## src/rtl/iwc_regs.svh

```systemverilog
// register offsets, field positions, reset values and timing counts
// assumes a 40 MHz system clock and an 8-bit byte address on the bus
`ifndef IWC_REGS_SVH
`define IWC_REGS_SVH
`define IWC_ADDR_W 8
`define IWC_ADDR_CFG 8'hc8
`define IWC_ADDR_STATUS 8'hcc
`define IWC_CFG_RESET 8'h00
`define IWC_CFG_SRC1_LEVEL 6
`define IWC_CFG_SRC2_RISING 5
`define IWC_CFG_GEN 4
`define IWC_ST_REQ_LSB 0
`define IWC_ST_PWR_LSB 8
`define IWC_RESP_OKAY 2'b00
`define IWC_RESP_SLVERR 2'b10
`define IWC_CLK_NS 25
`define IWC_OSC_STAB_NS 1000
`define IWC_OSC_STAB_CYCLES ((`IWC_OSC_STAB_NS + `IWC_CLK_NS - 1) / `IWC_CLK_NS)
`endif

```

## src/rtl/iwc_pkg.sv

```systemverilog
// types shared by the interrupt and wake control block
// assumes iwc_regs.svh for all numeric constants
package iwc_pkg;
  typedef enum logic [2:0] {
    IWC_MODE_NORMAL = 3'b001,
    IWC_MODE_IRQ = 3'b010,
    IWC_MODE_NMI = 3'b100
  } iwc_mode_t;
  typedef enum logic [3:0] {
    IWC_PWR_RUN = 4'b0001,
    IWC_PWR_WAIT = 4'b0010,
    IWC_PWR_STOP = 4'b0100,
    IWC_PWR_STAB = 4'b1000
  } iwc_pwr_t;
  typedef struct packed {
    logic src1_level;
    logic src2_rising;
    logic gen;
  } iwc_cfg_t;
  typedef struct packed {
    logic [7:0] dir;
    logic [7:0] opt;
    logic [7:0] data;
  } iwc_port_cfg_t;
  typedef struct packed {
    logic timer_zero_flag;
    logic timer_irq_mask;
    logic converter_eoc_flag;
    logic converter_irq_mask;
    logic reload_overflow_flag;
    logic reload_overflow_irq_mask;
    logic reload_compare_flag;
    logic reload_compare_irq_mask;
    logic reload_edge_flag;
    logic reload_edge_irq_mask;
    logic serial_running_flag;
    logic serial_irq_mask;
  } iwc_periph_t;
endpackage

```

## src/rtl/iwc_top.sv

```systemverilog
// interrupt option register, vector request mapping and wait/stop control
// assumes core, peripherals and port registers run on clk_sys; pins are async
`timescale 1ns/1ps
`include "iwc_regs.svh"

// Function
// - config byte is write-only, reset to zero, written only as a whole byte
// - bit 6 set makes source 1 level sensitive, clear makes it edge
// - bit 5 picks the edge polarity of source 2, always edge sensitive
// - polarity bit one means rising edges, zero means falling edges
// - bit 4 global enable blocks all maskable requests, never the non-maskable
// - with global enable low nothing wakes the device, only reset
// - vector 4 carries timer overflow and converter end, each masked
// - vector 3 carries reload overflow, compare and input edge, each masked
// - vector 2 carries serial end of transmission under its mask
// - a pin interrupts only as input with direction 0, option 1, data 0
// - an edge sets a latch cleared at routine start; repeats stored once
// - wait halts the core but keeps clock and peripherals running
// - wake from wait resumes at once, no stabilisation delay
// - stop halts oscillator; only external request or reset ends it
// - wake from stop waits for oscillator stabilisation before resuming
// - reset during wait or stop runs the normal reset sequence
// - from main routine a wake services the interrupt, then continues
// - from non-maskable routine a wake continues without servicing
// - from maskable routine a maskable wake continues the routine
// - from maskable routine a non-maskable wake services it first
// - with watchdog active a stop command behaves as wait
// - wait or stop is skipped while an enabled request is pending
// - interrupts and wakes leave the oscillator selection untouched
module iwc_top import iwc_pkg::*; #(
  parameter int unsigned STAB_CYCLES = `IWC_OSC_STAB_CYCLES
) (
  // clock and reset
  input wire logic clk_sys,
  input wire logic rst_n,
  // axi4-lite write
  input wire logic [`IWC_ADDR_W-1:0] s_axi_awaddr,
  input wire logic s_axi_awvalid,
  output logic s_axi_awready,
  input wire logic [31:0] s_axi_wdata,
  input wire logic [3:0] s_axi_wstrb,
  input wire logic s_axi_wvalid,
  output logic s_axi_wready,
  output logic [1:0] s_axi_bresp,
  output logic s_axi_bvalid,
  input wire logic s_axi_bready,
  // axi4-lite read
  input wire logic [`IWC_ADDR_W-1:0] s_axi_araddr,
  input wire logic s_axi_arvalid,
  output logic s_axi_arready,
  output logic [31:0] s_axi_rdata,
  output logic [1:0] s_axi_rresp,
  output logic s_axi_rvalid,
  input wire logic s_axi_rready,
  // pins, asynchronous
  input wire logic [7:0] port_a_pin,
  input wire logic [7:0] port_b_pin,
  input wire logic [7:0] port_c_pin,
  input wire logic nmi_pin_n,
  // port configuration and peripheral events
  input wire iwc_port_cfg_t port_a_cfg,
  input wire iwc_port_cfg_t port_b_cfg,
  input wire iwc_port_cfg_t port_c_cfg,
  input wire iwc_periph_t periph,
  input wire logic watchdog_active,
  // core side
  input wire iwc_mode_t core_mode,
  input wire logic core_ack,
  input wire logic [2:0] core_ack_vec,
  input wire logic cmd_wait,
  input wire logic cmd_stop,
  output logic [4:0] irq_req,
  output logic core_halt,
  output logic osc_stop,
  output logic wake_pulse,
  output logic wake_service,
  output logic skip_pulse
);

  // the wake delay counter is 12 bits wide
  if (STAB_CYCLES < 1 || STAB_CYCLES > 4095) begin
    $error("STAB_CYCLES out of range");
  end

  // ----------------------------------------
  // option register and bus slave
  // ----------------------------------------
  iwc_cfg_t cfg_reg;
  logic aw_have_reg, w_have_reg;
  logic [`IWC_ADDR_W-1:0] aw_addr_reg;
  logic [7:0] w_byte_reg;
  logic w_full_reg;
  logic aw_take, w_take, ar_take, do_write, aw_have_next, w_have_next;
  iwc_pwr_t pwr_reg;
  logic [4:0] req_next;

  assign aw_take = s_axi_awvalid & s_axi_awready;
  assign w_take = s_axi_wvalid & s_axi_wready;
  assign ar_take = s_axi_arvalid & s_axi_arready;
  assign do_write = aw_have_reg & w_have_reg & ~s_axi_bvalid;
  assign aw_have_next = (aw_have_reg | aw_take) & ~do_write;
  assign w_have_next = (w_have_reg | w_take) & ~do_write;

  always_ff @(posedge clk_sys or negedge rst_n) begin
    if (!rst_n) begin
      aw_have_reg <= 1'b0;
      w_have_reg <= 1'b0;
      s_axi_awready <= 1'b0;
      s_axi_wready <= 1'b0;
      aw_addr_reg <= '0;
      w_byte_reg <= 8'h00;
      w_full_reg <= 1'b0;
    end else begin
      aw_have_reg <= aw_have_next;
      w_have_reg <= w_have_next;
      s_axi_awready <= ~aw_have_next;
      s_axi_wready <= ~w_have_next;
      if (aw_take) begin
        aw_addr_reg <= s_axi_awaddr;
      end
      if (w_take) begin
        w_byte_reg <= s_axi_wdata[7:0];
        w_full_reg <= s_axi_wstrb[0];
      end
    end
  end

  always_ff @(posedge clk_sys or negedge rst_n) begin
    if (!rst_n) begin
      cfg_reg <= '0;
      s_axi_bvalid <= 1'b0;
      s_axi_bresp <= `IWC_RESP_OKAY;
    end else begin
      if (do_write) begin
        s_axi_bvalid <= 1'b1;
        s_axi_bresp <= `IWC_RESP_OKAY;
        if (aw_addr_reg == `IWC_ADDR_CFG) begin
          // a lane-0 strobe is needed: no partial update of the byte
          if (w_full_reg) begin
            cfg_reg.src1_level <= w_byte_reg[`IWC_CFG_SRC1_LEVEL];
            cfg_reg.src2_rising <= w_byte_reg[`IWC_CFG_SRC2_RISING];
            cfg_reg.gen <= w_byte_reg[`IWC_CFG_GEN];
          end
        end else if (aw_addr_reg != `IWC_ADDR_STATUS) begin
          s_axi_bresp <= `IWC_RESP_SLVERR;
        end
      end else if (s_axi_bready) begin
        s_axi_bvalid <= 1'b0;
      end
    end
  end

  always_ff @(posedge clk_sys or negedge rst_n) begin
    if (!rst_n) begin
      s_axi_arready <= 1'b0;
      s_axi_rvalid <= 1'b0;
      s_axi_rdata <= 32'h0000_0000;
      s_axi_rresp <= `IWC_RESP_OKAY;
    end else begin
      s_axi_arready <= ~(ar_take | (s_axi_rvalid & ~s_axi_rready));
      if (ar_take) begin
        s_axi_rvalid <= 1'b1;
        s_axi_rdata <= 32'h0000_0000;
        s_axi_rresp <= `IWC_RESP_OKAY;
        // option byte is write-only and reads as zero
        if (s_axi_araddr == `IWC_ADDR_STATUS) begin
          s_axi_rdata[`IWC_ST_REQ_LSB +: 5] <= irq_req;
          s_axi_rdata[`IWC_ST_PWR_LSB +: 4] <= pwr_reg;
        end else if (s_axi_araddr != `IWC_ADDR_CFG) begin
          s_axi_rresp <= `IWC_RESP_SLVERR;
        end
      end else if (s_axi_rready) begin
        s_axi_rvalid <= 1'b0;
      end
    end
  end

  // ----------------------------------------
  // pin synchronisers and edge detection
  // ----------------------------------------
  logic [24:0] pin_meta_reg, pin_sync_reg, pin_prev_reg;
  logic [7:0] pa, pb, pc, pa_prev, pb_prev, pc_prev;
  logic [7:0] en_a, en_b, en_c;
  logic nmi_n, nmi_n_prev;
  logic src1_low, src1_fall, src2_edge, nmi_fall;

  always_ff @(posedge clk_sys or negedge rst_n) begin
    if (!rst_n) begin
      pin_meta_reg <= {25{1'b1}};
      pin_sync_reg <= {25{1'b1}};
      pin_prev_reg <= {25{1'b1}};
    end else begin
      pin_meta_reg <= {nmi_pin_n, port_c_pin, port_b_pin, port_a_pin};
      pin_sync_reg <= pin_meta_reg;
      pin_prev_reg <= pin_sync_reg;
    end
  end

  assign {nmi_n, pc, pb, pa} = pin_sync_reg;
  assign {nmi_n_prev, pc_prev, pb_prev, pa_prev} = pin_prev_reg;
  assign en_a = ~port_a_cfg.dir & port_a_cfg.opt & ~port_a_cfg.data;
  assign en_b = ~port_b_cfg.dir & port_b_cfg.opt & ~port_b_cfg.data;
  assign en_c = ~port_c_cfg.dir & port_c_cfg.opt & ~port_c_cfg.data;
  assign src1_low = |(en_a & ~pa) | |(en_b & ~pb);
  assign src1_fall = |(en_a & ~pa & pa_prev) | |(en_b & ~pb & pb_prev);
  // per-pin edges so a polarity change cannot fake an edge
  assign src2_edge = cfg_reg.src2_rising ? |(en_c & pc & ~pc_prev)
                                         : |(en_c & ~pc & pc_prev);
  assign nmi_fall = ~nmi_n & nmi_n_prev;

  // ----------------------------------------
  // request latches and vector mapping
  // ----------------------------------------
  logic latch1_reg, latch2_reg, nmi_latch_reg;
  logic [4:1] raw;
  logic pend_any, wake_any, wake_ext;

  // set beats clear in the same cycle so no edge is lost
  always_ff @(posedge clk_sys or negedge rst_n) begin
    if (!rst_n) begin
      latch1_reg <= 1'b0;
      latch2_reg <= 1'b0;
      nmi_latch_reg <= 1'b0;
    end else begin
      if (src1_fall && !cfg_reg.src1_level) begin
        latch1_reg <= 1'b1;
      end else if (core_ack && core_ack_vec == 3'h1) begin
        latch1_reg <= 1'b0;
      end
      if (src2_edge) begin
        latch2_reg <= 1'b1;
      end else if (core_ack && core_ack_vec == 3'h2) begin
        latch2_reg <= 1'b0;
      end
      if (nmi_fall) begin
        nmi_latch_reg <= 1'b1;
      end else if (core_ack && core_ack_vec == 3'h0) begin
        nmi_latch_reg <= 1'b0;
      end
    end
  end

  always_comb begin
    raw[1] = cfg_reg.src1_level ? src1_low : latch1_reg;
    raw[2] = latch2_reg | (periph.serial_running_flag & periph.serial_irq_mask);
    raw[3] = (periph.reload_overflow_flag & periph.reload_overflow_irq_mask)
      | (periph.reload_compare_flag & periph.reload_compare_irq_mask)
      | (periph.reload_edge_flag & periph.reload_edge_irq_mask);
    raw[4] = (periph.timer_zero_flag & periph.timer_irq_mask)
      | (periph.converter_eoc_flag & periph.converter_irq_mask);
    req_next = {raw & {4{cfg_reg.gen}}, nmi_latch_reg};
  end

  always_ff @(posedge clk_sys or negedge rst_n) begin
    if (!rst_n) begin
      irq_req <= 5'h00;
    end else begin
      irq_req <= req_next;
    end
  end

  assign pend_any = |req_next;
  // global enable low removes every wake source, the nmi included
  assign wake_any = cfg_reg.gen & (|raw | nmi_latch_reg);
  assign wake_ext = cfg_reg.gen & (raw[1] | latch2_reg | nmi_latch_reg);

  // ----------------------------------------
  // wait / stop power control
  // ----------------------------------------
  logic [11:0] stab_cnt_reg;
  logic wake_nmi_reg;
  logic lp_cmd;

  assign lp_cmd = cmd_wait | cmd_stop;

  always_ff @(posedge clk_sys or negedge rst_n) begin
    if (!rst_n) begin
      pwr_reg <= IWC_PWR_RUN;
      stab_cnt_reg <= 12'h000;
      wake_nmi_reg <= 1'b0;
    end else begin
      unique case (pwr_reg)
        IWC_PWR_RUN: begin
          if (lp_cmd && !pend_any) begin
            if (cmd_stop && !watchdog_active) begin
              pwr_reg <= IWC_PWR_STOP;
            end else begin
              pwr_reg <= IWC_PWR_WAIT;
            end
          end
        end
        IWC_PWR_WAIT: begin
          if (wake_any) begin
            pwr_reg <= IWC_PWR_RUN;
          end
        end
        IWC_PWR_STOP: begin
          if (wake_ext) begin
            pwr_reg <= IWC_PWR_STAB;
            stab_cnt_reg <= 12'(STAB_CYCLES - 1);
            wake_nmi_reg <= nmi_latch_reg;
          end
        end
        IWC_PWR_STAB: begin
          if (stab_cnt_reg == 12'h000) begin
            pwr_reg <= IWC_PWR_RUN;
          end else begin
            stab_cnt_reg <= stab_cnt_reg - 12'h001;
          end
        end
      endcase
    end
  end

  logic resume_now, resume_nmi;
  assign resume_now = (pwr_reg == IWC_PWR_WAIT && wake_any)
    || (pwr_reg == IWC_PWR_STAB && stab_cnt_reg == 12'h000);
  assign resume_nmi = (pwr_reg == IWC_PWR_WAIT) ? nmi_latch_reg : wake_nmi_reg;

  // oscillator selection is never touched here, only its run/stop
  always_ff @(posedge clk_sys or negedge rst_n) begin
    if (!rst_n) begin
      core_halt <= 1'b0;
      osc_stop <= 1'b0;
      wake_pulse <= 1'b0;
      wake_service <= 1'b0;
      skip_pulse <= 1'b0;
    end else begin
      wake_pulse <= resume_now;
      skip_pulse <= (pwr_reg == IWC_PWR_RUN) && lp_cmd && pend_any;
      if (pwr_reg == IWC_PWR_RUN && lp_cmd && !pend_any) begin
        core_halt <= 1'b1;
        osc_stop <= cmd_stop && !watchdog_active;
      end else if (pwr_reg == IWC_PWR_STOP && wake_ext) begin
        osc_stop <= 1'b0;
      end else if (resume_now) begin
        core_halt <= 1'b0;
      end
      if (resume_now) begin
        unique case (core_mode)
          IWC_MODE_NORMAL: wake_service <= 1'b1;
          IWC_MODE_NMI: wake_service <= 1'b0;
          IWC_MODE_IRQ: wake_service <= resume_nmi;
          default: wake_service <= 1'b0;
        endcase
      end else begin
        wake_service <= 1'b0;
      end
    end
  end
endmodule

```

## config.mk

```make
export PLATFORM = sky130hd
export DESIGN_NAME = iwc_top
export DESIGN_NICKNAME = d
export VERILOG_FILES = /design/src/rtl/iwc_pkg.sv /design/src/rtl/iwc_top.sv
export VERILOG_INCLUDE_DIRS = /design/src /design/src/rtl
export SDC_FILE = /design/constraint.sdc
export NUM_CORES = 1
export LEC_CHECK = 0
export BUFFER_PORTS_ARGS = -buffer_cell sky130_fd_sc_hd__clkbuf_2
export CAP_MARGIN = 20
export CORE_MARGIN = 5
export CORE_UTILIZATION = 44
export CTS_CLUSTER_SIZE = 14
export DETAILED_ROUTE_END_ITERATION = 8
export PLACE_DENSITY = 0.76
export SLEW_MARGIN = 20
export SYNTH_ARGS = -nofsm -noshare
export SYNTH_HDL_FRONTEND = slang
export SYNTH_SLANG_ARGS = --single-unit
```

## constraint.sdc

```tcl
create_clock -name clk_sys -period 3 [get_ports clk_sys]
set_input_delay 0.6 -clock clk_sys [delete_from_list [all_inputs] [get_ports clk_sys]]
set_output_delay 0.6 -clock clk_sys [all_outputs]
set_load 0.05 [all_outputs]
```

==> results.sh <==
export IMPL_met3_usage=0.05714
export IMPL_start_util=0.4446
export IMPL_die_w_um=122.5
export IMPL_fin_nets=792
export IMPL_outcome="complete, no violations"
export IMPL_totalWireLength_um=12610
export IMPL_remaining_drc_errors=0
export IMPL_syn_inst=430
export IMPL_antenna_found_initial=0
export IMPL_p_per_area_nw_per_um2=692.2
export IMPL_fin_tns_setup_ns=0
export IMPL_worst_slew_pin_slew_ns=0.7800
export IMPL_crit_path_top_delay_cell="or4_4"
export IMPL_port_buffer_count=171
export IMPL_seq_area_sq_um=3548
export IMPL_clock_root_buffer="clkbuf_16"
export IMPL_clkLatencyLatePin_ns=0.41
export IMPL_critPathMaxStageDelay_ns=0.65
export IMPL_drt_iter0_drc=204
export IMPL_nFillCells=998
export IMPL_crit_required_ns=3.30
export IMPL_drive_above_1_share=0.4984
export IMPL_grt_pass1_vias=4332
export IMPL_timing_slew_headroom=0.4800
export IMPL_post_route_min_period_ns=2.400
export IMPL_synth_cell_types=63
export IMPL_hp_class="input pin to asynchronous set/reset pin"
export IMPL_wl_per_cell_um=15.80
export IMPL_gr_total_overflow=0
export IMPL_final_util=0.5703
export IMPL_die_height_um=122.5
export IMPL_p_total_uw=4941
export IMPL_async_reset_ff_frac=1.000
export IMPL_syn_to_final_growth_pct=28.26
export IMPL_timing_worst_setup_path_type="register to register"
export IMPL_max_freq_mhz=416.7
export IMPL_hold_violations=0
export IMPL_grt_use_met2=0.2886
export IMPL_crit_fanout=13
export IMPL_leakage_uw=0.003291
export IMPL_ant_nets=0
export IMPL_first_pass_iters=7
export IMPL_setup_ws_ns=0.6001
export IMPL_cp_top_family="simple AND/OR/NAND/NOR gates"
export IMPL_cts_max_level=4
export IMPL_num_antenna_cells=0
export IMPL_gp_congestion=0.8156
export IMPL_synth_edff_count=0
export IMPL_cts_sinks=138
export IMPL_placed_area_sq_um=6541
export IMPL_crit_path_end_kind="register"
export IMPL_grt_max_degree=88
export IMPL_finalCritPeriodShare=0.8000
export IMPL_synth_area_top_cells="dfstp_2 36%, dfrtp_1 28%, mux2_2 3.4%"
export IMPL_viasPerCell=5.172
export IMPL_yosysSeqAreaShare=0.6376
export IMPL_yosysMostFrequentCell="dfstp_2"
export IMPL_place_ws_ns=0.5412
export IMPL_post_cts_repair_setup_buffers=0
export IMPL_slew_viol_final=0
export IMPL_vias=4127
export IMPL_top_usage_layer="met2"
export IMPL_syn_area_per_cell_sq_um=12.94
export IMPL_fin_worst_skew_ns=0.007020
export IMPL_ir_drop_mv=0.5710
export IMPL_dpl_hpwl_um=9467
export IMPL_die_area_sq_um=15000
export IMPL_finalSetupViolCount=0
export IMPL_crit_chain="inv_1, ha_1, or3b_1, or4_4, and2_2, o21ai_0, nor3_1"
export IMPL_path_buf_inv=1
export IMPL_worstPathArrival_ns=2.70
export IMPL_grt_met1_usage=0.2075
export IMPL_clkSlewWorstSetupHoldPaths_ns=0.06
export IMPL_cts_buffers=17
export IMPL_rsz0062_at_grt="false"
export IMPL_synth_top_cell_area_share=0.3588
export IMPL_ios=229
export IMPL_syn_area_sq_um=5565
export IMPL_cts_tree="built"
export IMPL_ctsLongestPathBuffers=2
export IMPL_core_area_sq_um=12520
export IMPL_ctsResizeCount=0
export IMPL_row_count=41
export IMPL_synth_seq_cells=138
export IMPL_synth_common_cells="76 x dfstp_2, 62 x dfrtp_1, 25 x buf_4, 20 x o21ai_0, 19 x nor4b_1"
export IMPL_final_area_sq_um=7138
export IMPL_ctsHoldBuffers=0
export IMPL_multi_input_area_sq_um=1809
export IMPL_grt_util_all_layers=0.1735
export IMPL_ys_flop_type="dfstp_2"
export IMPL_yosysWarnings=0
export IMPL_yosysTopAreaCell="dfstp_2"
export IMPL_grt_pass1_wl_um=20130
export IMPL_cp_start_kind="register"
export IMPL_maxCapViolations=0
## metal layers
layer / part of all wire / vias to the layer above
met5: 0 / -
met4: 0.019 / 0
met3: 0.085 / 28
met2: 0.50 / 205
met1: 0.39 / 1987
li1: - / 1907
## area by class of cell
class                      count  area share
sequential                   138      0.4971
multi-input combinational    264      0.2535
timing repair buffer         175      0.1267
clock buffer                  18     0.06152
tap                          172     0.03015
clock inverter                14     0.02209
inverter                      17    0.008940
## metrics by stage
stage	cells	hold WS (ns)
after floorplan	454	0.3044
after global placement	766	0.3454
after detailed placement	766	0.3468
after CTS	798	0.2499
after global routing	798	0.2421
final	798	0.2425
## kinds of logic after synthesis
| logic type | Yosys count | share of synthesized area |
|---|---|---|
| DFF | 138 | 0.6376 |
| and+or+nand+nor | 132 | 0.1558 |
| AOI/OAI and AO/OA | 79 | 0.09960 |
| buffers and inverters | 52 | 0.05351 |
| muxes | 19 | 0.03799 |
| xor gates and xnor gates | 8 | 0.01259 |
| adders and majority gates | 1 | 0.002248 |
| other | 1 | 0.0006738 |
## power by group
part / internal [uW] / leakage [uW] / switching (uW) / total, uW
combinational: 237 / 0.00143 / 413 / 650
clock: 1260 / 0.000298 / 819 / 2080
sequential: 2100 / 0.00156 / 107 / 2210
## layout by cell type (no fill, tap or decap), types with 3 or more instances in the layout
cell | synthesis | layout
nand3_1 | 13 | 13
o21ai_0 | 20 | 20
buf_4 | 25 | 3
a31oi_1 | 9 | 9
clkbuf_2 | 0 | 170
xor2_1 | 7 | 7
nor2_1 | 9 | 9
nor3b_1 | 10 | 10
a21oi_1 | 6 | 6
nor4b_1 | 19 | 19
mux2_2 | 17 | 17
and2_1 | 3 | 3
nand3b_1 | 14 | 14
nor3_1 | 12 | 12
nor4_1 | 6 | 6
inv_1 | 17 | 17
nand2_1 | 13 | 13
nor2b_1 | 5 | 5
a22o_1 | 9 | 9
o31ai_1 | 5 | 5
dfrtp_1 | 62 | 62
clkinv_4 | 0 | 3
nand4_1 | 8 | 8
a22oi_1 | 8 | 8
dfstp_2 | 76 | 76
conb_1 | 1 | 25
clkbuf_16 | 0 | 17
o41ai_1 | 3 | 3
inv_6 | 0 | 5
## path summary, 6_finish.rpt
| path | startpoint | endpoint | slack [ns] | cells past startpoint |
|---|---|---|---|---|
| min reg2reg | pin_meta_reg[16]$_DFF_PN1_ | pin_sync_reg[16]$_DFF_PN1_ | 0.35 | 0 |
| max | stab_cnt_reg[0]$_DFFE_PN0P_ | stab_cnt_reg[10]$_DFFE_PN0P_ | 0.60 | 7 |
| min in group clk_sys | port_c_pin[2] | pin_meta_reg[18]$_DFF_PN1_ | 0.26 | 1 |
| max reg2reg | stab_cnt_reg[0]$_DFFE_PN0P_ | stab_cnt_reg[10]$_DFFE_PN0P_ | 0.60 | 7 |
| min | rst_n | aw_addr_reg[6]$_DFFE_PN0P_ | 0.24 | 1 |
| max in group asynchronous | rst_n | pin_prev_reg[8]$_DFF_PN1_ | 1.96 | 2 |
Note: power is estimated with default switching activity, not from simulation.
